File: config.mk
export PLATFORM = sky130hd
export DESIGN_NAME = dbg_engine
export DESIGN_NICKNAME = d
export VERILOG_FILES = /design/src/logic/dbg_pkg.sv /design/src/logic/dbg_engine.sv /design/src/logic/guard_timer.sv
export SDC_FILE = /design/constraint.sdc
export NUM_CORES = 1
export LEC_CHECK = 0
export ABC_AREA = 1
export BUFFER_PORTS_ARGS = -buffer_cell sky130_fd_sc_hd__buf_2
export CAP_MARGIN = 20
export CORE_MARGIN = 3
export CORE_UTILIZATION = 61
export DETAILED_ROUTE_END_ITERATION = 7
export MAX_ROUTING_LAYER = met4
export PLACE_DENSITY = 0.81
export SLEW_MARGIN = 25
export SYNTH_ARGS = -nofsm -noshare
export SYNTH_HDL_FRONTEND = slang
export SYNTH_HIERARCHICAL = 1
export SYNTH_SLANG_ARGS = --single-unit
export TNS_END_PERCENT = 20
File: constraint.sdc
create_clock -name clk -period 3.4 [get_ports clk]
set_clock_uncertainty 0.15 [all_clocks]
set_input_delay 0.17 -clock clk [delete_from_list [all_inputs] [get_ports clk]]
set_output_delay 0.17 -clock clk [all_outputs]
set_load 0.05 [all_outputs]
File: src/logic/dbg_pkg.sv
// shared constants and types of the single-pin debug instruction engine
package dbg_pkg;
   localparam logic [7:0] SYNC_CHAR     = 8'h55;
   localparam logic [7:0] ACK_CHAR      = 8'h40;
   // opcode in bits 7:5 of an instruction byte
   localparam int         OP_MSB        = 7;
   localparam int         OP_LSB        = 5;
   localparam logic [2:0] OP_DIRECT_LD  = 3'h0;
   localparam logic [2:0] OP_INDIRECT_LD = 3'h1;
   localparam logic [2:0] OP_DIRECT_ST  = 3'h2;
   localparam logic [2:0] OP_INDIRECT_ST = 3'h3;
   localparam logic [2:0] OP_CS_LD      = 3'h4;
   localparam logic [2:0] OP_REPEAT     = 3'h5;
   localparam logic [2:0] OP_CS_ST      = 3'h6;
   localparam logic [2:0] OP_KEY        = 3'h7;
   // address size or pointer mode in 3:2, data size in 1:0
   localparam int         ASZ_LSB       = 2;
   localparam int         DSZ_LSB       = 0;
   localparam int         SIB_SEL_BIT   = 2;
   localparam logic [1:0] SZ_BYTE       = 2'h0;
   localparam logic [1:0] SZ_WORD       = 2'h1;
   localparam logic [1:0] PTR_KEEP      = 2'h0;
   localparam logic [1:0] PTR_INC       = 2'h1;
   localparam logic [1:0] PTR_WRITE     = 2'h2;
   localparam logic [4:0] KEY_BYTES     = 5'h08;
   localparam logic [4:0] SIB_BYTES_S   = 5'h08;
   localparam logic [4:0] SIB_BYTES_L   = 5'h10;
   // control/status space
   localparam logic [3:0] CS_STATUS     = 4'h1;
   localparam logic [3:0] CS_CTRL_A     = 4'h2;
   localparam int         GUARD_LSB     = 0;
   localparam logic [7:0] CTRL_A_RST    = 8'h00;
   localparam logic [2:0] GUARD_NONE    = 3'h7;
   localparam logic [7:0] GUARD_MAX     = 8'h80;

   typedef struct packed {
      logic       valid;
      logic [7:0] data;
   } byte_strm_t;

   typedef struct packed {
      logic        req;
      logic        we;
      logic        word;
      logic [15:0] addr;
      logic [15:0] wdata;
   } bus_cmd_t;

   typedef enum logic [8:0] {
      ST_SYNC   = 9'h001,
      ST_INSTR  = 9'h002,
      ST_LAUNCH = 9'h004,
      ST_ADDR   = 9'h008,
      ST_DATA   = 9'h010,
      ST_BUS    = 9'h020,
      ST_GUARD  = 9'h040,
      ST_TX     = 9'h080,
      ST_ERR    = 9'h100
   } eng_state_t;
endpackage : dbg_pkg

File: src/logic/dbg_engine.sv
// instruction layer and turnaround control of the single-pin debug port
// Function
// guard idle bits precede every transmit after receive; count from field.
// each guard idle bit lasts one current bit period.
// software should avoid guard setting seven, which adds no idle bits.
// transmit waits for both guard and system access, whichever ends later.
// each one-byte instruction is preceded by a sync character.
// direct load takes address bytes, returns data after guard.
// repeated direct load takes a fresh address each time, no increment.
// direct store acks address, then acks data after bus write.
// indirect load reads at pointer, may post-increment, or returns it.
// indirect store in pointer-write mode loads pointer, then acknowledges.
// indirect store mode zero keeps pointer, mode one advances by size.
// indirect store acknowledges only after the bus write succeeds.
// control/status load uses opcode address, returns one byte after guard.
// control/status store takes one byte, sends nothing back.
// repeat loads one count byte; repeat itself is never repeated.
// instruction after repeat runs count plus one times.
// repeated iterations carry operands only, store acks kept.
// only a break ends a repeat early.
// pointer access without increment repeats on the same address.
// key takes eight bytes and sends no answer.
// key with info select sends system info block after guard.
// any error enters a state ignoring traffic until a break.
// the sync character has the fixed value 0x55.
// opcode in bits 7:5, sizes or pointer mode in 3:0.
// reserved size codes are errors and cause no bus access.
`timescale 1ns/1ns
module dbg_engine #(
   parameter int           BPW      = 16,
   parameter logic [127:0] SIB_DATA = 128'h0 // arbitrary value
) (
   input  wire logic                clk,
   input  wire logic                resetn,
   input  wire dbg_pkg::byte_strm_t rx_byte,
   input  wire logic                rx_break,
   input  wire logic                rx_error,
   input  wire logic [BPW-1:0]      bit_period,
   output dbg_pkg::byte_strm_t      tx_byte,
   input  wire logic                tx_ready,
   output dbg_pkg::bus_cmd_t        bus_cmd,
   input  wire logic                bus_ack,
   input  wire logic [15:0]         bus_rdata,
   output logic [63:0]              key_data,
   output logic                     key_valid,
   output logic                     error_state
);
   dbg_pkg::eng_state_t state_q, state_d;
   logic [7:0]          instr_q, instr_d;
   logic [4:0]          cnt_q, cnt_d;
   logic [15:0]         addr_q, addr_d;
   logic [63:0]         data_q, data_d;
   logic [15:0]         ptr_q, ptr_d;
   logic [7:0]          rpt_q, rpt_d;
   logic                rpt_arm_q, rpt_arm_d;
   logic [7:0]          rpt_left_q, rpt_left_d;
   logic [127:0]        txbuf_q, txbuf_d;
   logic [4:0]          txn_q, txn_d;
   logic                then_data_q, then_data_d;
   logic                err_seen_q, err_seen_d;
   logic                gt_start_q, gt_start_d;
   logic [7:0]          cs_q [16];
   logic [7:0]          cs_d [16];
   dbg_pkg::byte_strm_t tx_q, tx_d;
   dbg_pkg::bus_cmd_t   bus_q, bus_d;
   logic [63:0]         key_q, key_d;
   logic                key_v_q, key_v_d;
   logic                err_q, err_d;
   logic                gt_done;
   logic [2:0]          op;
   logic [1:0]          asz;
   logic [1:0]          dsz;
   logic                finish;
   logic                launch;
   logic [4:0]          need;

   function automatic logic [4:0] nbytes(input logic [1:0] sz);
      return (sz == dbg_pkg::SZ_WORD) ? 5'h02 : 5'h01;
   endfunction : nbytes

   function automatic logic bad_size(input logic [1:0] sz);
      return (sz != dbg_pkg::SZ_BYTE) && (sz != dbg_pkg::SZ_WORD);
   endfunction : bad_size

   function automatic logic [7:0] guard_bits(input logic [2:0] g);
      return (g == dbg_pkg::GUARD_NONE) ? 8'h00 : (dbg_pkg::GUARD_MAX >> g);
   endfunction : guard_bits

   guard_timer #(
      .CW (BPW)
   ) u_guard (
      .clk        (clk),
      .resetn     (resetn),
      .start      (gt_start_q),
      .idle_bits  (guard_bits(cs_q[dbg_pkg::CS_CTRL_A][2:0])),
      .bit_period (bit_period),
      .done       (gt_done)
   );

   assign op  = instr_q[dbg_pkg::OP_MSB:dbg_pkg::OP_LSB];
   assign asz = instr_q[dbg_pkg::ASZ_LSB +: 2];
   assign dsz = instr_q[dbg_pkg::DSZ_LSB +: 2];

   always_comb begin
      state_d     = state_q;
      instr_d     = instr_q;
      cnt_d       = cnt_q;
      addr_d      = addr_q;
      data_d      = data_q;
      ptr_d       = ptr_q;
      rpt_d       = rpt_q;
      rpt_arm_d   = rpt_arm_q;
      rpt_left_d  = rpt_left_q;
      txbuf_d     = txbuf_q;
      txn_d       = txn_q;
      then_data_d = then_data_q;
      err_seen_d  = err_seen_q;
      gt_start_d  = 1'b0;
      cs_d        = cs_q;
      tx_d        = tx_q;
      bus_d       = bus_q;
      key_d       = key_q;
      key_v_d     = 1'b0;
      finish      = 1'b0;
      launch      = 1'b0;
      need        = 5'h01;
      case (state_q)
         dbg_pkg::ST_SYNC: begin
            if (rx_byte.valid) begin
               state_d = (rx_byte.data == dbg_pkg::SYNC_CHAR) ?
                         dbg_pkg::ST_INSTR : dbg_pkg::ST_ERR;
            end
         end
         dbg_pkg::ST_INSTR: begin
            if (rx_byte.valid) begin
               instr_d = rx_byte.data;
               state_d = dbg_pkg::ST_LAUNCH;
               if (rpt_arm_q) begin
                  rpt_arm_d  = 1'b0;
                  rpt_left_d = (rx_byte.data[7:5] == dbg_pkg::OP_REPEAT) ?
                               8'h00 : rpt_q;
               end
            end
         end
         dbg_pkg::ST_LAUNCH: begin
            cnt_d       = 5'h00;
            then_data_d = 1'b0;
            state_d     = dbg_pkg::ST_DATA;
            case (op)
               dbg_pkg::OP_DIRECT_LD, dbg_pkg::OP_DIRECT_ST: begin
                  state_d = (bad_size(asz) || bad_size(dsz)) ?
                            dbg_pkg::ST_ERR : dbg_pkg::ST_ADDR;
               end
               dbg_pkg::OP_INDIRECT_LD: begin
                  if (bad_size(dsz) || asz == 2'h3) begin
                     state_d = dbg_pkg::ST_ERR;
                  end else if (asz == dbg_pkg::PTR_WRITE) begin
                     txbuf_d    = {112'h0, ptr_q};
                     txn_d      = nbytes(dsz);
                     gt_start_d = 1'b1;
                     state_d    = dbg_pkg::ST_GUARD;
                  end else begin
                     bus_d = '{1'b1, 1'b0, dsz[0], ptr_q, 16'h0};
                     gt_start_d = 1'b1;
                     state_d    = dbg_pkg::ST_BUS;
                  end
               end
               dbg_pkg::OP_INDIRECT_ST: begin
                  if (bad_size(dsz) || asz == 2'h3) begin
                     state_d = dbg_pkg::ST_ERR;
                  end else if (asz == dbg_pkg::PTR_WRITE) begin
                     state_d = dbg_pkg::ST_ADDR;
                  end
               end
               dbg_pkg::OP_CS_LD: begin
                  txbuf_d    = {120'h0, cs_q[instr_q[3:0]]};
                  if (instr_q[3:0] == dbg_pkg::CS_STATUS) begin
                     txbuf_d[1:0] = {rpt_arm_q, err_seen_q};
                     err_seen_d   = 1'b0;
                  end
                  txn_d      = 5'h01;
                  gt_start_d = 1'b1;
                  state_d    = dbg_pkg::ST_GUARD;
               end
               dbg_pkg::OP_REPEAT: begin
                  if (dsz != dbg_pkg::SZ_BYTE) begin
                     state_d = dbg_pkg::ST_ERR;
                  end
               end
               dbg_pkg::OP_KEY: begin
                  if (bad_size(dsz)) begin
                     state_d = dbg_pkg::ST_ERR;
                  end else if (instr_q[dbg_pkg::SIB_SEL_BIT]) begin
                     txbuf_d    = SIB_DATA;
                     txn_d      = (dsz == dbg_pkg::SZ_WORD) ?
                                  dbg_pkg::SIB_BYTES_L : dbg_pkg::SIB_BYTES_S;
                     gt_start_d = 1'b1;
                     state_d    = dbg_pkg::ST_GUARD;
                  end else if (dsz != dbg_pkg::SZ_BYTE) begin
                     state_d = dbg_pkg::ST_ERR;
                  end
               end
               default: begin
                  state_d = dbg_pkg::ST_DATA;
               end
            endcase
         end
         dbg_pkg::ST_ADDR: begin
            need = nbytes((op == dbg_pkg::OP_INDIRECT_ST) ? dsz : asz);
            if (rx_byte.valid) begin
               addr_d[{cnt_q[0], 3'b000} +: 8] = rx_byte.data;
               cnt_d = cnt_q + 5'h01;
               if (cnt_q + 5'h01 == need) begin
                  if (need == 5'h01) begin
                     addr_d[15:8] = 8'h00;
                  end
                  cnt_d      = 5'h00;
                  gt_start_d = 1'b1;
                  if (op == dbg_pkg::OP_DIRECT_LD) begin
                     bus_d   = '{1'b1, 1'b0, dsz[0], addr_d, 16'h0};
                     state_d = dbg_pkg::ST_BUS;
                  end else begin
                     if (op == dbg_pkg::OP_INDIRECT_ST) begin
                        ptr_d = addr_d;
                     end else begin
                        then_data_d = 1'b1;
                     end
                     txbuf_d = {120'h0, dbg_pkg::ACK_CHAR};
                     txn_d   = 5'h01;
                     state_d = dbg_pkg::ST_GUARD;
                  end
               end
            end
         end
         dbg_pkg::ST_DATA: begin
            case (op)
               dbg_pkg::OP_CS_ST, dbg_pkg::OP_REPEAT: need = 5'h01;
               dbg_pkg::OP_KEY: need = dbg_pkg::KEY_BYTES;
               default: need = nbytes(dsz);
            endcase
            if (rx_byte.valid) begin
               data_d[{cnt_q[2:0], 3'b000} +: 8] = rx_byte.data;
               cnt_d = cnt_q + 5'h01;
               if (cnt_q + 5'h01 == need) begin
                  cnt_d = 5'h00;
                  case (op)
                     dbg_pkg::OP_CS_ST: begin
                        cs_d[instr_q[3:0]] = rx_byte.data;
                        finish = 1'b1;
                     end
                     dbg_pkg::OP_REPEAT: begin
                        rpt_d     = rx_byte.data;
                        rpt_arm_d = 1'b1;
                        finish    = 1'b1;
                     end
                     dbg_pkg::OP_KEY: begin
                        key_d   = data_d;
                        key_v_d = 1'b1;
                        finish  = 1'b1;
                     end
                     default: begin
                        bus_d      = '{1'b1, 1'b1, dsz[0],
                                       (op == dbg_pkg::OP_DIRECT_ST) ?
                                       addr_q : ptr_q,
                                       (dsz == dbg_pkg::SZ_WORD) ?
                                       data_d[15:0] : {8'h00, data_d[7:0]}};
                        gt_start_d = 1'b1;
                        state_d    = dbg_pkg::ST_BUS;
                     end
                  endcase
               end
            end
         end
         dbg_pkg::ST_BUS: begin
            if (bus_ack) begin
               bus_d.req = 1'b0;
               txn_d     = bus_q.we ? 5'h01 : nbytes(dsz);
               txbuf_d   = bus_q.we ? {120'h0, dbg_pkg::ACK_CHAR} :
                           {112'h0, bus_q.word ? bus_rdata :
                                    {8'h00, bus_rdata[7:0]}};
               if ((op == dbg_pkg::OP_INDIRECT_LD ||
                    op == dbg_pkg::OP_INDIRECT_ST) &&
                   asz == dbg_pkg::PTR_INC) begin
                  ptr_d = ptr_q + {11'h0, nbytes(dsz)};
               end
               state_d = dbg_pkg::ST_GUARD;
            end
         end
         dbg_pkg::ST_GUARD: begin
            if (gt_done && !gt_start_q) begin
               state_d = dbg_pkg::ST_TX;
            end
         end
         dbg_pkg::ST_TX: begin
            if (!tx_q.valid) begin
               tx_d = '{1'b1, txbuf_q[7:0]};
            end else if (tx_ready) begin
               tx_d.valid = 1'b0;
               txbuf_d    = {8'h00, txbuf_q[127:8]};
               txn_d      = txn_q - 5'h01;
               if (txn_q == 5'h01) begin
                  if (then_data_q) begin
                     then_data_d = 1'b0;
                     state_d     = dbg_pkg::ST_DATA;
                  end else begin
                     finish = 1'b1;
                  end
               end
            end
         end
         dbg_pkg::ST_ERR: begin
            err_seen_d = 1'b1;
         end
         default: begin
            state_d = dbg_pkg::ST_ERR;
         end
      endcase
      if (finish) begin
         if (rpt_left_q != 8'h00) begin
            rpt_left_d = rpt_left_q - 8'h01;
            launch     = 1'b1;
         end
         state_d = launch ? dbg_pkg::ST_LAUNCH : dbg_pkg::ST_SYNC;
      end
      if (rx_error && !rx_break) begin
         state_d   = dbg_pkg::ST_ERR;
         bus_d.req = 1'b0;
         tx_d      = '{1'b0, 8'h00};
      end
      if (rx_break) begin
         state_d     = dbg_pkg::ST_SYNC;
         rpt_arm_d   = 1'b0;
         rpt_left_d  = 8'h00;
         then_data_d = 1'b0;
         cnt_d       = 5'h00;
         bus_d.req   = 1'b0;
         tx_d        = '{1'b0, 8'h00};
      end
      err_d = (state_d == dbg_pkg::ST_ERR);
   end

   always_ff @(posedge clk or negedge resetn) begin
      if (!resetn) begin
         state_q     <= dbg_pkg::ST_SYNC;
         instr_q     <= 8'h00;
         cnt_q       <= 5'h00;
         addr_q      <= 16'h0000;
         data_q      <= 64'h0;
         ptr_q       <= 16'h0000;
         rpt_q       <= 8'h00;
         rpt_arm_q   <= 1'b0;
         rpt_left_q  <= 8'h00;
         txbuf_q     <= 128'h0;
         txn_q       <= 5'h00;
         then_data_q <= 1'b0;
         err_seen_q  <= 1'b0;
         gt_start_q  <= 1'b0;
         for (int i = 0; i < 16; i++) begin
            cs_q[i] <= (4'(i) == dbg_pkg::CS_CTRL_A) ?
                       dbg_pkg::CTRL_A_RST : 8'h00;
         end
         tx_q        <= '{1'b0, 8'h00};
         bus_q       <= '0;
         key_q       <= 64'h0;
         key_v_q     <= 1'b0;
         err_q       <= 1'b0;
      end else begin
         state_q     <= state_d;
         instr_q     <= instr_d;
         cnt_q       <= cnt_d;
         addr_q      <= addr_d;
         data_q      <= data_d;
         ptr_q       <= ptr_d;
         rpt_q       <= rpt_d;
         rpt_arm_q   <= rpt_arm_d;
         rpt_left_q  <= rpt_left_d;
         txbuf_q     <= txbuf_d;
         txn_q       <= txn_d;
         then_data_q <= then_data_d;
         err_seen_q  <= err_seen_d;
         gt_start_q  <= gt_start_d;
         cs_q        <= cs_d;
         tx_q        <= tx_d;
         bus_q       <= bus_d;
         key_q       <= key_d;
         key_v_q     <= key_v_d;
         err_q       <= err_d;
      end
   end

   assign tx_byte     = tx_q;
   assign bus_cmd     = bus_q;
   assign key_data    = key_q;
   assign key_valid   = key_v_q;
   assign error_state = err_q;
endmodule : dbg_engine

File: src/logic/guard_timer.sv
// guard idle-bit timer counting whole bit periods
`timescale 1ns/1ns
module guard_timer #(
   parameter int CW = 16
) (
   input  wire logic          clk,
   input  wire logic          resetn,
   input  wire logic          start,
   input  wire logic [7:0]    idle_bits,
   input  wire logic [CW-1:0] bit_period,
   output logic               done
);
   logic [7:0]    bits_q, bits_d;
   logic [CW-1:0] cyc_q, cyc_d;
   logic          done_q, done_d;

   always_comb begin
      bits_d = bits_q;
      cyc_d  = cyc_q;
      done_d = done_q;
      if (start) begin
         bits_d = idle_bits;
         cyc_d  = bit_period;
         done_d = (idle_bits == 8'h00);
      end else if (!done_q) begin
         if (cyc_q <= CW'(1)) begin
            cyc_d = bit_period;
            if (bits_q <= 8'h01) begin
               done_d = 1'b1;
            end else begin
               bits_d = bits_q - 8'h01;
            end
         end else begin
            cyc_d = cyc_q - CW'(1);
         end
      end
   end

   always_ff @(posedge clk or negedge resetn) begin
      if (!resetn) begin
         bits_q <= 8'h00;
         cyc_q  <= '0;
         done_q <= 1'b1;
      end else begin
         bits_q <= bits_d;
         cyc_q  <= cyc_d;
         done_q <= done_d;
      end
   end

   assign done = done_q;
endmodule : guard_timer

==> impl_metrics.yaml <==
floorplanning:
  num_rows: 68
  ioPinCount: 157
  die_area_um2: 37600
  fp.dieW_um: 194
  initial_utilization: 0.621
  core_um2: 34600
  die_y_um: 194
global_routing:
  grt_pass1_vias: 19100
  grt_pass1_wl_um: 98000
  gr-max-usage-layer: "met2"
  grt_max_degree: 126
  grt_usage: 0.325
  grtUsageMet2: 0.495
  use_met3: 0.0542
  grt_antenna_before_repair: 0
  grtUsageMet1: 0.449
  overflow: 0
placed_design:
  place_congestion: 0.965
  placedCellCount: 3322
  dp_hpwl_um: 40500
  io_buffers: 156
critical_path:
  cp-end-kind: "flop"
  critPathRequiredTime_ns: 3.67
  ff2ff_setup_slack_ns: 0.20
  startpoint_type: "flop"
  crit_type: "flop to flop"
  cp-startpoint: "cnt_q[0]$_DFFE_PN0P_"
  crit_fanout: 16
  cp.arrival_ns: 3.47
  r2r-start: "cnt_q[0]$_DFFE_PN0P_"
synth:
  synth_seq_cells: 421
  netlist_area_um2: 21500
  synthTopCellsByCount: "nand2_1 (855), dfrtp_1 (419), o21ai_0 (328), inv_1 (288), nor2_1 (161)"
  ys_top_cells_by_area: "dfrtp_1 (49%), nand2_1 (15%), o21ai_0 (7.6%)"
  synth_ff_type: "dfrtp_1"
  ys_warn_count: 6
  synth.avg_cell_area_um2: 7.68
  synth_top_area_share: 0.487
  synth_top_cell_by_area: "dfrtp_1"
  ys_seq_area_frac: 0.490
  synthCells: 2800
  synthMostInstantiatedCell: "nand2_1"
  async_flop_share: 1.00
  ys_types: 55
  synth_edf_count: 0
routing:
  wl_per_cell_um: 17.5
  num_vias: 19700
  via_per_inst: 5.72
  antenna_left: 0
  drtPass1Iterations: 5
  drt_iter0_drc: 1789
  wl_um: 60100
  drc: 0
pwr:
  p_leak_nw: 12.5
  power_density_nw_per_um2: 451
  ir_drop_mv: 0.408
  power_mw: 11.1
cts:
  root_buffer: "clkbuf_16"
  htree_levels: 2
  clkSlewWorstSetupHoldPaths_ns: 0.06
  cts.sinks: 421
  cts_tree: "built"
  cts_buffer_depth: 3
  cts_buffers: 44
  clk_latency_ns: 0.58
  post-cts-setup-buffers: 0
layout:
  multi_input_area_um2: 9140
  nNetsFinal: 3018
  final_util: 0.708
  n_antenna_cell: 0
  layout-drive-gt1-share: 0.119
  fin_cells: 3443
  nFillCells: 2737
  synthToLayoutAreaGrowth_pct: 14.1
  seq_area_um2: 10500
sta:
  fmax_mhz: 313
  hold_ws_ns: 0.0466
  period_share: 0.940
  slew_headroom: 0.363
  period_minus_slack_ns: 3.20
  worst_slew_pin_slew_ns: 0.955
  finalSetupViolations: 0
  rsz0062_at_grt: "true"
  setup_tns_ns: 0
  hold_viol_final: 0
  slew_violations: 0
outcome:
  status: "finished, final reports clean"
min_path:
  hold_class: "primary input to async pin"
flow_run:
  max-cap-violations: 0
[layout by cell type (no fill, tap or decap), types with 6 or more instances in the layout]
cell type,count
a21oi_1,107
a22oi_1,9
buf_12,6
buf_2,155
buf_4,43
clkbuf_1,9
clkbuf_16,46
clkbuf_8,7
clkinv_2,10
dfrtp_1,419
dlygate4sd3_1,45
ha_1,12
inv_1,288
nand2_1,855
nand2_2,9
nand3_1,145
nand3_4,13
nand4_1,50
nor2_1,158
nor2_2,13
nor3_1,29
o21ai_0,328
o21ai_1,93
o21ai_2,15
o22ai_1,30
or2_2,12
xor2_1,10
[registers in the layout (all words and copies together), names as in the netlist]
name            cells
txn_q               5
key_valid           1
tx_byte             9
addr_q             16
ptr_q              16
err_seen_q          1
instr_q             7
then_data_q         1
txbuf_q            16
cnt_q               5
rpt_left_q          8
error_state         1
key_data           64
rpt_q               8
gt_start_q          1
data_q             64
u_guard/cyc_q      16
u_guard/done        1
cs_q              128
bus_cmd            35
state_q             9
rpt_arm_q           1
u_guard/bits_q      8
[cell type report]
cell class                      count  share of cell area
Tap cell                          455              0.0232
Inverter                          301              0.0463
Clock buffer                       62              0.0522
Sequential cell                   421               0.430
Clock inverter                     14             0.00755
Timing Repair Buffer              250              0.0686
Multi-Input combinational cell   1940               0.373
[per-stage QoR]
stage               setup slack, ns  instance area, µm²
finish                        0.203               24500
global route                -0.0339               24500
CTS                           0.246               24500
detailed placement            0.275               22600
global placement              0.432               22600
floorplan                     0.568               21500
[path summary, 6_finish.rpt]
check / end / cells after the start
worst max register to register: cs_q[35]$_DFFE_PN0P_ / 11
worst max-delay path: cs_q[35]$_DFFE_PN0P_ / 11
max in group asynchronous: instr_q[5]$_DFFE_PN0P_ / 3
worst min register to register: cs_q[3]$_DFFE_PN0P_ / 2
worst min-delay path: u_guard/bits_q[4]$_DFFE_PN0P_ / 2
min in group clk: txbuf_q[6]$_DFFE_PN0P_ / 7
[timing repair]
action | 4_1_cts | 5_1_grt
endpoints found under the hold margin | 155 | 0
resized for setup | 0 | 1
setup endpoints to repair | 0 | 12
hold buffers | 45 | 0
[cell families after synthesis]
| kind of cell | after synthesis | share of synthesized area |
|---|---|---|
| AO/OA/AOI/OAI | 603 | 0.148 |
| buffers and inverters | 440 | 0.0863 |
| AND/OR/NAND/NOR | 1308 | 0.262 |
| adder cells (fa/ha/maj) | 13 | 0.00791 |
| other | 1 | 0.000174 |
| flip-flops | 421 | 0.490 |
| XOR/XNOR | 14 | 0.00570 |
[power breakdown]
group	switching, mW	internal [mW]
Combinational	0.646	0.274
Clock	2.02	2.92
Sequential	0.104	5.11
[per-layer routing]
layer,part of all wire,wire (µm)
met5,0,0
met4,0.031,1840
met3,0.082,4930
met2,0.46,27500
met1,0.43,25900
[critical path, stage by stage, from the launching register on]
cell and delay, ns:
dfrtp_1 0.37, clkinv_1 0.20, ha_1 0.47, inv_1 0.12, nand3_1 0.10, nand2_1 0.07, nor2_2 0.15, nand3_4 0.15
nor2_4 0.43, nand3_1 0.52, nand2_1 0.20, o21ai_0 0.12
No activity file was read; power rests on OpenSTA's default activity.
